==> config.mk <==
export PLATFORM = sky130hd
export DESIGN_NAME = qfp_regs
export DESIGN_NICKNAME = d
export VERILOG_FILES = /design/src/qfp_dur.v /design/src/qfp_ptr.v /design/src/qfp_regs.v
export VERILOG_INCLUDE_DIRS = /design/src
export SDC_FILE = /design/constraint.sdc
export NUM_CORES = 1
export LEC_CHECK = 0
export BUFFER_PORTS_ARGS = -buffer_cell sky130_fd_sc_hd__buf_2
export CAP_MARGIN = 20
export CORE_MARGIN = 4
export CORE_UTILIZATION = 30
export CTS_CLUSTER_SIZE = 16
export DETAILED_ROUTE_END_ITERATION = 6
export PLACE_DENSITY = 0.59
export SYNTH_ARGS = -nofsm -noshare
export SYNTH_HDL_FRONTEND = slang
export SYNTH_SLANG_ARGS = --single-unit
==> constraint.sdc <==
create_clock -name clock -period 3.3 [get_ports clock]
set_input_delay 0.66 -clock clock [delete_from_list [all_inputs] [get_ports clock]]
set_output_delay 0.66 -clock clock [all_outputs]
set_load 0.05 [all_outputs]
==> src/qfp_consts.vh <==
// Purpose: Shared constants for the queue frame pointer register bank.
// Assumes: Register index times four gives the AHB byte address.
// Notes: Definitions only; included by bare name.
`ifndef QFP_CONSTS_VH
`define QFP_CONSTS_VH
// Register indices; byte address is index * 4
`define QFP_IDX_TXQ_CMD 8'h80
`define QFP_IDX_RXQ_CMD 8'h82
`define QFP_IDX_TX_PTR 8'h84
`define QFP_IDX_RX_PTR 8'h86
`define QFP_IDX_RX_DTT 8'h8C
`define QFP_IDX_IEN 8'h90
`define QFP_IDX_IST 8'h92
`define QFP_IDX_ICLR 8'h94
`define QFP_IDX_DATA 8'hC0
// Field positions
`define QFP_BIT_AUTOINC 14
`define QFP_BIT_WST 12
`define QFP_BIT_EMS 11
`define QFP_BIT_DTT_STS 12
`define QFP_BIT_DTT_EN 7
`define QFP_BIT_SDA 3
`define QFP_BIT_MANUAL_ENQUEUE_TX 0
`define QFP_BIT_IRQ_RX 13
`define QFP_BIT_IRQ_TX 14
`define QFP_PTR_W 11
// Reset values and limits
`define QFP_PTR_RST 11'h000
`define QFP_DTT_RST 16'h0000
`define QFP_DTT_MAX 16'hCFFF
// Timing: one threshold unit in cycles of the core clock
`define QFP_TICK_US 1
`define QFP_NS_PER_US 1000
`define QFP_CLK_NS 4
`define QFP_CYC_PER_US ((`QFP_TICK_US * `QFP_NS_PER_US) / `QFP_CLK_NS)
`endif

==> src/qfp_dur.v <==
// Purpose: Receive duration timer in microsecond units.
// Assumes: run is a same-clock level, high while frames wait.
// Notes: Count saturates so it never wraps below the threshold.
`timescale 1ns/1ps
`include "qfp_consts.vh"
module qfp_dur #(
  parameter CYC = `QFP_CYC_PER_US
) (
  // Clock and reset
  input wire clock,
  input wire rst_n,
  // Control
  input wire run,
  input wire enable,
  input wire [15:0] thresh,
  // One-cycle pulse when the threshold is first exceeded
  output wire hit
);
  reg [15:0] div_ff; // Cycle divider
  reg [15:0] us_ff; // Elapsed microseconds
  reg over_ff; // Previous over state
  wire tick; // One-microsecond enable
  wire over; // Elapsed above threshold
  assign tick = (div_ff == CYC - 1);
  assign over = run && (us_ff > thresh);
  // Divider and counter clear when the buffer drains
  always @(posedge clock) begin
    if (!rst_n || !run) begin
      div_ff <= 16'h0000;
      us_ff <= 16'h0000;
    end else begin
      div_ff <= tick ? 16'h0000 : div_ff + 16'h0001;
      if (tick && us_ff != 16'hFFFF) begin
        us_ff <= us_ff + 16'h0001;
      end
    end
  end
  // Edge memory so one crossing gives one event
  always @(posedge clock) begin
    if (!rst_n) begin
      over_ff <= 1'b0;
    end else begin
      over_ff <= over;
    end
  end
  assign hit = enable && over && !over_ff;
endmodule // qfp_dur

==> src/qfp_ptr.v <==
// Purpose: One frame buffer pointer with load and auto-increment.
// Assumes: Software load beats hardware load beats increment.
// Notes: Pointer wraps at its width.
`timescale 1ns/1ps
`include "qfp_consts.vh"
module qfp_ptr #(
  parameter W = `QFP_PTR_W
) (
  // Clock and reset
  input wire clock,
  input wire rst_n,
  // Load requests
  input wire sw_load,
  input wire [W-1:0] sw_val,
  input wire hw_load,
  input wire [W-1:0] hw_val,
  // Increment request with AHB size code
  input wire inc,
  input wire [1:0] inc_size,
  // Pointer value
  output wire [W-1:0] ptr
);
  reg [W-1:0] ptr_ff; // Current pointer
  reg [W-1:0] nxt_ptr; // Next pointer
  wire [W-1:0] step; // Byte count of the access
  // Size code 0/1/2 gives step 1/2/4
  assign step = {{(W-3){1'b0}}, 3'h1} << inc_size;
  // Next value, software first
  always @* begin
    nxt_ptr = ptr_ff;
    if (sw_load) begin
      nxt_ptr = sw_val;
    end else if (hw_load) begin
      nxt_ptr = hw_val;
    end else if (inc) begin
      nxt_ptr = ptr_ff + step;
    end
  end
  // Pointer register
  always @(posedge clock) begin
    if (!rst_n) begin
      ptr_ff <= `QFP_PTR_RST;
    end else begin
      ptr_ff <= nxt_ptr;
    end
  end
  assign ptr = ptr_ff;
endmodule // qfp_ptr

==> src/qfp_regs.v <==
// Purpose: AHB-Lite register bank for TX/RX frame pointers and RX timer.
// Assumes: Zero wait states; single whole-transfer master.
// Notes: Frame buffers sit outside; this block only steers pointers.
`timescale 1ns/1ps
`include "qfp_consts.vh"
module qfp_regs (
  // Clock and reset
  input wire clock,
  input wire rst_n,
  // AHB-Lite slave
  input wire hsel,
  input wire [31:0] haddr,
  input wire [1:0] htrans,
  input wire hwrite,
  input wire [2:0] hsize,
  input wire [31:0] hwdata,
  input wire hready,
  output wire hreadyout,
  output wire hresp,
  output wire [31:0] hrdata,
  // TX frame buffer write port
  output wire [10:0] tx_buf_addr,
  output wire [31:0] tx_buf_wdata,
  output wire [1:0] tx_buf_size,
  output wire tx_buf_we,
  // RX frame buffer read port
  output wire [10:0] rx_buf_addr,
  output wire [1:0] rx_buf_size,
  output wire rx_buf_re,
  input wire [31:0] rx_buf_rdata,
  // Transmit queue handshake
  output wire tx_enqueue,
  input wire tx_done,
  input wire [10:0] tx_next_free,
  // Receive queue state
  input wire rx_nonempty,
  // Endian strap pin
  input wire endian_strap,
  // Configuration and status outputs
  output wire endian_big,
  output wire write_sample_sel,
  output wire dma_active,
  output wire irq
);

  // Register decode: exact word match, upper address bits zero
  function is_reg;
    input [31:0] a;
    input [7:0] idx;
    begin
      is_reg = (a[31:10] == 22'h000000) && (a[9:2] == idx) && (a[1:0] == 2'h0);
    end
  endfunction

  // Bus phase state
  reg dp_valid_ff; // Data phase pending
  reg dp_write_ff; // Data phase is a write
  reg [31:0] dp_addr_ff; // Latched address
  reg [1:0] dp_size_ff; // Latched size code
  reg [31:0] hrdata_ff; // Read data for the data phase

  // Software-visible control state
  reg tx_autoinc_ff; // TX pointer auto-increment
  reg rx_autoinc_ff; // RX pointer auto-increment
  reg wst_ff; // Write sample time select
  reg ems_ff; // Software endian choice
  reg [15:0] dtt_ff; // Duration threshold
  reg dtt_en_ff; // Duration threshold enable
  reg dtt_sts_ff; // Duration caused the RX interrupt
  reg sda_ff; // Start DMA access
  reg manual_enqueue_tx_ff; // Manual enqueue in flight
  reg [15:0] ien_ff; // Interrupt enables
  reg [15:0] ist_ff; // Sticky interrupt status

  // TX buffer write port flops
  reg [10:0] txb_addr_ff; // Write address
  reg [31:0] txb_wdata_ff; // Write data
  reg [1:0] txb_size_ff; // Write size
  reg txb_we_ff; // Write pulse

  // Strap synchroniser
  reg strap_s1_ff; // First stage, read only by second
  reg strap_s2_ff; // Stable strap level

  // Combinational helpers
  wire ap; // Address phase accepted
  wire rd_ap; // Read accepted
  wire wr; // Write in data phase
  wire blocked; // DMA holds the register file
  wire wr_txq; // Write to TX command
  wire wr_rxq; // Write to RX command
  wire wr_txp; // Write to TX pointer
  wire wr_rxp; // Write to RX pointer
  wire wr_dtt; // Write to threshold
  wire wr_ien; // Write to enables
  wire wr_iclr; // Write to status clear
  wire wr_data; // Write to frame data
  wire rd_data; // Read of frame data
  wire [10:0] tx_ptr; // TX pointer value
  wire [10:0] rx_ptr; // RX pointer value
  wire dur_hit; // Duration threshold event
  wire [15:0] ist_set; // Status set terms
  wire [15:0] ist_clr; // Status clear terms
  reg [31:0] rd_mux; // Read value selected by address

  // Zero wait states; every answer is OKAY
  assign hreadyout = 1'b1;
  assign hresp = 1'b0;
  assign hrdata = hrdata_ff;

  assign ap = hsel && hready && htrans[1];
  assign rd_ap = ap && !hwrite;
  assign wr = dp_valid_ff && dp_write_ff;

  // DMA keeps only the RX command and the data window open
  assign blocked = sda_ff;

  // Write strobes in the data phase
  assign wr_rxq = wr && is_reg(dp_addr_ff, `QFP_IDX_RXQ_CMD);
  assign wr_data = wr && is_reg(dp_addr_ff, `QFP_IDX_DATA);
  assign wr_txq = wr && !blocked && is_reg(dp_addr_ff, `QFP_IDX_TXQ_CMD);
  assign wr_txp = wr && !blocked && is_reg(dp_addr_ff, `QFP_IDX_TX_PTR);
  assign wr_rxp = wr && !blocked && is_reg(dp_addr_ff, `QFP_IDX_RX_PTR);
  assign wr_dtt = wr && !blocked && is_reg(dp_addr_ff, `QFP_IDX_RX_DTT);
  assign wr_ien = wr && !blocked && is_reg(dp_addr_ff, `QFP_IDX_IEN);
  assign wr_iclr = wr && !blocked && is_reg(dp_addr_ff, `QFP_IDX_ICLR);

  // Data reads use the pointer in the address phase
  assign rd_data = rd_ap && is_reg(haddr, `QFP_IDX_DATA);
  assign rx_buf_re = rd_data;
  assign rx_buf_addr = rx_ptr;
  assign rx_buf_size = hsize[1:0];

  // Address phase capture
  always @(posedge clock) begin
    if (!rst_n) begin
      dp_valid_ff <= 1'b0;
      dp_write_ff <= 1'b0;
      dp_addr_ff <= 32'h00000000;
      dp_size_ff <= 2'h0;
    end else if (hready) begin
      dp_valid_ff <= ap;
      dp_write_ff <= ap && hwrite;
      dp_addr_ff <= haddr;
      dp_size_ff <= hsize[1:0];
    end
  end

  // Read mux; write-only fields read as zero
  always @* begin
    rd_mux = 32'h00000000;
    if (is_reg(haddr, `QFP_IDX_RXQ_CMD)) begin
      rd_mux[`QFP_BIT_DTT_STS] = dtt_sts_ff;
      rd_mux[`QFP_BIT_DTT_EN] = dtt_en_ff;
    end else if (is_reg(haddr, `QFP_IDX_DATA)) begin
      rd_mux = rx_buf_rdata;
    end else if (blocked) begin
      rd_mux = 32'h00000000;
    end else if (is_reg(haddr, `QFP_IDX_TXQ_CMD)) begin
      rd_mux[`QFP_BIT_MANUAL_ENQUEUE_TX] = manual_enqueue_tx_ff;
    end else if (is_reg(haddr, `QFP_IDX_TX_PTR)) begin
      rd_mux[`QFP_BIT_AUTOINC] = tx_autoinc_ff;
      rd_mux[10:0] = tx_ptr;
    end else if (is_reg(haddr, `QFP_IDX_RX_PTR)) begin
      // Pointer field and endian bit are write-only
      rd_mux[`QFP_BIT_AUTOINC] = rx_autoinc_ff;
      rd_mux[`QFP_BIT_WST] = wst_ff;
    end else if (is_reg(haddr, `QFP_IDX_RX_DTT)) begin
      rd_mux[15:0] = dtt_ff;
    end else if (is_reg(haddr, `QFP_IDX_IEN)) begin
      rd_mux[15:0] = ien_ff;
    end else if (is_reg(haddr, `QFP_IDX_IST)) begin
      rd_mux[15:0] = ist_ff;
    end else begin
      rd_mux = 32'h00000000;
    end
  end

  // Read data held for the data phase
  always @(posedge clock) begin
    if (!rst_n) begin
      hrdata_ff <= 32'h00000000;
    end else if (rd_ap) begin
      hrdata_ff <= rd_mux;
    end
  end

  // TX pointer: software write, reload on done, advance on data write
  qfp_ptr #(
    .W(`QFP_PTR_W)
  ) u_tx_ptr (
    .clock(clock),
    .rst_n(rst_n),
    .sw_load(wr_txp),
    .sw_val(hwdata[10:0]),
    .hw_load(tx_done),
    .hw_val(tx_next_free),
    .inc(wr_data && tx_autoinc_ff),
    .inc_size(dp_size_ff),
    .ptr(tx_ptr)
  );

  // RX pointer: manual write, advance on data read
  qfp_ptr #(
    .W(`QFP_PTR_W)
  ) u_rx_ptr (
    .clock(clock),
    .rst_n(rst_n),
    .sw_load(wr_rxp),
    .sw_val(hwdata[10:0]),
    .hw_load(1'b0),
    .hw_val(`QFP_PTR_RST),
    .inc(rd_data && rx_autoinc_ff),
    .inc_size(hsize[1:0]),
    .ptr(rx_ptr)
  );

  // Duration timer on the receive queue occupancy
  qfp_dur #(
    .CYC(`QFP_CYC_PER_US)
  ) u_dur (
    .clock(clock),
    .rst_n(rst_n),
    .run(rx_nonempty),
    .enable(dtt_en_ff),
    .thresh(dtt_ff),
    .hit(dur_hit)
  );

  // Pointer control bits
  always @(posedge clock) begin
    if (!rst_n) begin
      tx_autoinc_ff <= 1'b0;
      rx_autoinc_ff <= 1'b0;
      wst_ff <= 1'b0;
      ems_ff <= 1'b0;
    end else begin
      if (wr_txp) begin
        tx_autoinc_ff <= hwdata[`QFP_BIT_AUTOINC];
      end
      if (wr_rxp) begin
        rx_autoinc_ff <= hwdata[`QFP_BIT_AUTOINC];
        wst_ff <= hwdata[`QFP_BIT_WST];
        ems_ff <= hwdata[`QFP_BIT_EMS];
      end
    end
  end

  // Threshold; values above the maximum are clamped
  always @(posedge clock) begin
    if (!rst_n) begin
      dtt_ff <= `QFP_DTT_RST;
    end else if (wr_dtt) begin
      if (hwdata[15:0] > `QFP_DTT_MAX) begin
        dtt_ff <= `QFP_DTT_MAX;
      end else begin
        dtt_ff <= hwdata[15:0];
      end
    end
  end

  // RX command register: enable and DMA gate
  always @(posedge clock) begin
    if (!rst_n) begin
      dtt_en_ff <= 1'b0;
      sda_ff <= 1'b0;
    end else if (wr_rxq) begin
      dtt_en_ff <= hwdata[`QFP_BIT_DTT_EN];
      sda_ff <= hwdata[`QFP_BIT_SDA];
    end
  end

  // Manual enqueue; a new write wins over a done in the same cycle
  always @(posedge clock) begin
    if (!rst_n) begin
      manual_enqueue_tx_ff <= 1'b0;
    end else if (wr_txq && hwdata[`QFP_BIT_MANUAL_ENQUEUE_TX]) begin
      manual_enqueue_tx_ff <= 1'b1;
    end else if (tx_done) begin
      manual_enqueue_tx_ff <= 1'b0;
    end
  end
  // Pulse when no frame is in flight or the last one ends this cycle; a write
  // that meets tx_done keeps the bit set, so it must also queue its frame
  assign tx_enqueue = wr_txq && hwdata[`QFP_BIT_MANUAL_ENQUEUE_TX] && (!manual_enqueue_tx_ff || tx_done);

  // Interrupt status: set wins over clear
  assign ist_set = ({15'h0000, dur_hit} << `QFP_BIT_IRQ_RX) |
                   ({15'h0000, tx_done} << `QFP_BIT_IRQ_TX);
  assign ist_clr = wr_iclr ? hwdata[15:0] : 16'h0000;
  always @(posedge clock) begin
    if (!rst_n) begin
      ist_ff <= 16'h0000;
      ien_ff <= 16'h0000;
    end else begin
      ist_ff <= (ist_ff & ~ist_clr) | ist_set;
      if (wr_ien) begin
        ien_ff <= hwdata[15:0];
      end
    end
  end

  // Cause flag follows the RX status bit lifetime
  always @(posedge clock) begin
    if (!rst_n) begin
      dtt_sts_ff <= 1'b0;
    end else if (dur_hit) begin
      dtt_sts_ff <= 1'b1;
    end else if (ist_clr[`QFP_BIT_IRQ_RX]) begin
      dtt_sts_ff <= 1'b0;
    end
  end

  assign irq = |(ist_ff & ien_ff);

  // TX buffer write port, one cycle after the data phase
  always @(posedge clock) begin
    if (!rst_n) begin
      txb_addr_ff <= `QFP_PTR_RST;
      txb_wdata_ff <= 32'h00000000;
      txb_size_ff <= 2'h0;
      txb_we_ff <= 1'b0;
    end else begin
      txb_we_ff <= wr_data;
      if (wr_data) begin
        txb_addr_ff <= tx_ptr;
        txb_wdata_ff <= hwdata;
        txb_size_ff <= dp_size_ff;
      end
    end
  end
  assign tx_buf_addr = txb_addr_ff;
  assign tx_buf_wdata = txb_wdata_ff;
  assign tx_buf_size = txb_size_ff;
  assign tx_buf_we = txb_we_ff;

  // Strap pin crosses in through two flops
  always @(posedge clock) begin
    if (!rst_n) begin
      strap_s1_ff <= 1'b0;
      strap_s2_ff <= 1'b0;
    end else begin
      strap_s1_ff <= endian_strap;
      strap_s2_ff <= strap_s1_ff;
    end
  end

  // Software choice counts only while the strap is low
  assign endian_big = strap_s2_ff ? 1'b1 : ems_ff;
  assign write_sample_sel = wst_ff;
  assign dma_active = sda_ff;

endmodule // qfp_regs

# After elaboration in Yosys (flattened, before gate mapping)
# Cells that the tools add are included.
word_totals:
  reg_bits: 227
  input_bits: 120
  output_inout_bits: 99
  wordCells: 170
classes:
  add_sub_neg: 4
  n_lt_le_gt_ge: 2
  eq_ne: 18
  shifts: 2
  muxes: 39
  n_bitwise: 5
  reduce_logical: 73
op_table:
  columns: ["cell", "n"]
  rows:
  - ["two-way mux 16 bit", 11]
  - ["== test 8 bit, second input constant", 16]
  - ["two-way mux 11 bit", 6]
  - ["two-way mux 32 bit", 2]
  - ["logical AND 1 bit", 55]
  - ["logical NOT 22 bit", 2]
  - ["adder 16 x 1 -> 16 bit, second input constant", 2]
  - ["bitwise AND 16 bit", 2]
  - ["adder 11 bit", 2]
  - ["left shift 1 x 2 -> 11 bit, first input constant", 2]
  - ["two-way mux 19 bit", 1]
  - ["== test 16 x 8 -> 1 bit, second input constant", 1]
  - ["greater-than comparator 16 bit", 1]
  - ["greater-than comparator 16 bit, second input constant", 1]
  - ["!= test 16 bit, second input constant", 1]
  - ["NOT 16 bit", 1]
  - ["bitwise OR 16 x 15 -> 16 bit", 1]
  - ["OR reduction 16 bit", 1]
  - ["two-way mux 15 bit", 1]
  - ["bitwise OR 14 x 15 -> 15 bit", 1]
  - ["two-way mux 1 bit", 14]
  - ["two-way mux 12 bit", 1]
  - ["two-way mux 7 bit", 1]
  - ["logical NOT 1 bit", 6]
  - ["other kinds (7)", 11]

# Longest topological paths before layout
logic_depth:
  depth_word: 18
  mapped_depth: 10
  mapped_depth_nobuf: 10

# Hierarchy
# From an unflattened synthesis, not the netlist that was laid out.
unflattened:
  hier_cells: 1280
  hier_area_um2: 10951.8
modules_own_cells:
  columns: ["mod", "instances", "cells_each", "area_each_um2", "seq_area_each_um2"]
  rows:
  - ["qfp_regs", 1, 796, 7100.6, 3443.3]
  - ["qfp_dur", 1, 235, 1963.1, 660.6]
  - ["qfp_ptr at u_tx_ptr", 1, 126, 962.2, 220.2]
  - ["qfp_ptr at u_rx_ptr", 1, 123, 925.9, 220.2]

# Least setup slack after synthesis
# No wires, ideal clock.
synth_path:
  kind: "reg2out"
  startpoint: "reg dp_addr_ff[25]"
  endpoint: "out tx_enqueue"
  arrival_time_ns: 2.419
  required_time_ns: 2.640
  slack_ns: 0.221
  path_stages_with_launch: 6
  path_buffers: 0
  path_cell_list: "dfxtp_1 -> nor4_1 -> nand4b_1 -> nor2_2 -> nand2_1 -> nor3_1"
synth_via:
  elab_chain_cells: 6
synth_rtl:
  columns: ["item", "line", "rtl"]
  rows:
  - ["start: declaration", "qfp_regs.v:58", "reg [31:0] dp_addr_ff;"]
  - ["start signal: assignment", "qfp_regs.v:144", "dp_addr_ff <= haddr;"]
  - ["logical NOT 22 bit", "qfp_regs.v:51", "is_reg = (a[31:10] == 22'h000000) && (a[9:2] == idx) && (a[1:0] == 2'h0);"]
  - ["logical AND 1 bit (2 in series)", "qfp_regs.v:51", null]
  - ["logical AND 1 bit", "qfp_regs.v:121", "assign wr_txq = wr && !blocked && is_reg(dp_addr_ff, `QFP_IDX_TXQ_CMD);"]
  - ["logical AND 1 bit (2 in series)", "qfp_regs.v:285", "assign tx_enqueue = wr_txq && hwdata[`QFP_BIT_MANUAL_ENQUEUE_TX] && (!manual_enqueue_tx_ff || tx_done);"]
  - ["end: declaration", "qfp_regs.v:32", "output wire tx_enqueue,"]
# Every way passes these cells.

# Final worst setup path
layout_path:
  startpoint: "reg dp_addr_ff[20]"
  endpoint: "out tx_enqueue"
# Same word-level chain as after synthesis.

==> flow_summary.ini <==
[die]
core_um2 = 34500
num_rows = 68
die_y_um = 195
die-area_um2 = 38000
die_x_um = 195
pin_count = 219
start_util = 0.304

[clocking]
htree_levels = 1
clk_pin_slew_ps = 60
cts_setup_buffers = 0
cts_max_path_buffers = 3
cts_tree = yes
cts_inserted_buffers = 27
ctsHoldBuffers = 0
clkLatencyLatePin_ps = 540
cts_sinks = 227
cts-root-buf = clkbuf_16

[detailed_routing]
wirelength_um = 34800
drc = 0
drtIter0Drc = 704
vias_per_cell = 5.12
dr_total_vias = 9879
wl_per_cell_um = 18.0
firstDrtPassIters = 7
antenna_left = 0

[global_route]
grt_pass1_wl_um = 53800
grt_max_degree = 152
gr-usage-met1 = 0.227
grt_pass1_vias = 9426
use_met3 = 0.0258
grtUsageMet2 = 0.303
grt-ovfl-total = 0
antenna_found_initial = 3
grt_usage = 0.174
grt_busiest_layer = met2

[sta]
layout_setup_ws_ps = 115
finalSetupTns_ps = 0
layout_min_cycle_time_ps = 3190
fmax_mhz = 314
worst_pin_slew_ps = 739
clock-skew-final_ps = 26.2
rsz0062_at_grt = no
slew_headroom = 0.508
slew_violations = 0
hold_viol = 0
fin_crit_sh = 0.965
setup-violations-final = 0

[synthesis]
ys_seq_area_frac = 0.434
yosysWarnings = 0
synth_area_leaders = dfxtp_1 43%, nand2_1 7.6%, a21oi_1 5.2%
synth_top_area_frac = 0.434
synth.cell_area_um2 = 10500
yosysTopAreaCell = dfxtp_1
synthCells = 1248
synth-main-ff-cell = dfxtp_1
synth_edf_count = 0
syn_nets = 1397
synth.most_common_cell = dfxtp_1
synth_seq_cells = 227
syn_avg_cell_area_um2 = 8.39
ys_types = 70
netlist_top_cells_count = 227 x dfxtp_1, 211 x nand2_1, 117 x nor2_1
ys_async_sr_fraction = 0

[critical_path]
start_kind = register
cp_num_buf_inv = 2
crit_family = simple AND/OR/NAND/NOR gates
startpoint = dp_addr_ff[20]$_SDFFE_PN0P_
slowest_stage = nor4_2
cp.arrival_ps = 2530
cpPeakStageDelay_ps = 400
path_cells = nor4_2 -> buf_4 -> nand4b_1 -> nor2_2 -> nand2_1 -> nor3_1 -> clkbuf_4
crit_fanout = 2
cp-end-kind = primary output
r2r_start = dp_addr_ff[20]$_SDFFE_PN0P_
required_ps = 2640
worst-setup-path-type = reg2out
reg2reg_slack_ps = 720

[power_and_ir_drop]
leakage_nw = 5.12
p_per_area_nw_per_um2 = 476
vdd_ir_drop_max_mv = 0.378

[place]
portBuffers = 214
gp_congestion = 0.869
place_hpwl_um = 25100
dpl_cell_area_um2 = 12100
pre_cts_ws_ps = 236
dp.cells = 1878

[layout]
fin_util = 0.377
fin_area_um2 = 13000
drive_above_1_share = 0.223
fin_cells = 1928
fill_cells = 3573
final_net_count = 1601
area.growth.synth_to_final_pct = 24.0

[job]
drv_cap = 0

[worst_hold_path]
hold_start = rx_buf_rdata[23]
hold_path_class = in2reg

[outcome]
status = completed
## cells in the final DEF (no fill, tap or decap), types with 5 or more instances in the layout
cell type and n:
nand3_1 31, nor4_2 12, nand4_1 20, a31oi_1 5
buf_2 213, a21oi_1 108, nand2b_1 13, buf_4 32
and4_1 8, and3_1 11, a222oi_1 9, nor4_1 24
or2_2 5, nor2b_1 7, a221oi_1 5, xnor2_1 23
dfxtp_1 227, clkbuf_16 27, o21ai_0 36, a211oi_1 18
clkbuf_8 5, o211ai_1 9, and2_1 9, nor3_1 30
nor2_1 116, xor2_1 19, ha_1 27, nand2_1 211
mux2i_1 50, clkinv_2 8, inv_1 34, a22oi_1 34
## what timing repair did
item,CTS,global route
resized for setup,1,3
pin swaps,0,0
setup endpoints to repair,1,1
gates cloned,0,0
## metrics by stage
step | total power [mW] | hold slack (ps)
floorplan | 3.08 | 412
global placement | 3.28 | 417
detailed placement | 3.28 | 424
CTS | 6.26 | 329
global route | 6.40 | 349
finish | 6.18 | 351
## area by class of cell
type	count	area, um^2	share of cell area
clock inverter	14	134	0.0103
inverter	35	134	0.0103
clock buffer	34	752	0.0579
timing repair buffer	247	1330	0.103
sequential	227	4540	0.350
antenna	2	5.00	0.000385
multi-input combinational	914	5520	0.425
tap	455	569	0.0438
## worst min-delay path: stages
cell,delay [ps]
buf_2,80
a22oi_1,50
nor2_1,70
## power breakdown
part	switching, mW	leakage (nW)	internal (mW)
clock	1.18	0.444	1.76
combinational	0.253	2.83	0.152
sequential	0.0451	1.84	2.78
## registers in the layout, indices dropped and copies added, names as in the netlist, 2 cells and up
register and cells:
u_rx_ptr.ptr 11, u_dur.us_ff 16, tx_buf_wdata 32, u_tx_ptr.ptr 11, dtt_ff 16, hrdata 32, ist_ff 16, tx_buf_size 2
ien_ff 16, dp_addr_ff 32, u_dur.div_ff 16, dp_size_ff 2, tx_buf_addr 11
## final timing paths
| check | to | depth (start not counted) |
|---|---|---|
| worst min register to register | strap_s2_ff$_SDFF_PN0_ | 1 |
| worst max register to register | u_tx_ptr.ptr[7]$_SDFFE_PN0P_ | 8 |
| worst min-delay path | hrdata[23]$_SDFFE_PN0P_ | 3 |
| worst max-delay path | tx_enqueue | 7 |
## layer usage
| metal | vias to the layer above | wire length, um |
|---|---|---|
| li1 | 4842 | - |
| met1 | 4665 | 15000 |
| met2 | 312 | 16800 |
| met3 | 58 | 2010 |
| met4 | 2 | 966 |
| met5 | - | 7 |
## logic make-up after synthesis
| kind of cell | share of synthesized area |
|---|---|
| flip-flops | 0.434 |
| other | 0.000717 |
| multiplexers | 0.0521 |
| buffers and inverters | 0.0418 |
| AND/OR/NAND/NOR | 0.243 |
| AO/OA/AOI/OAI | 0.157 |
| XOR/XNOR | 0.0351 |
| adder cells (fa/ha/maj) | 0.0361 |
No activity file was read; power rests on OpenSTA's default activity.
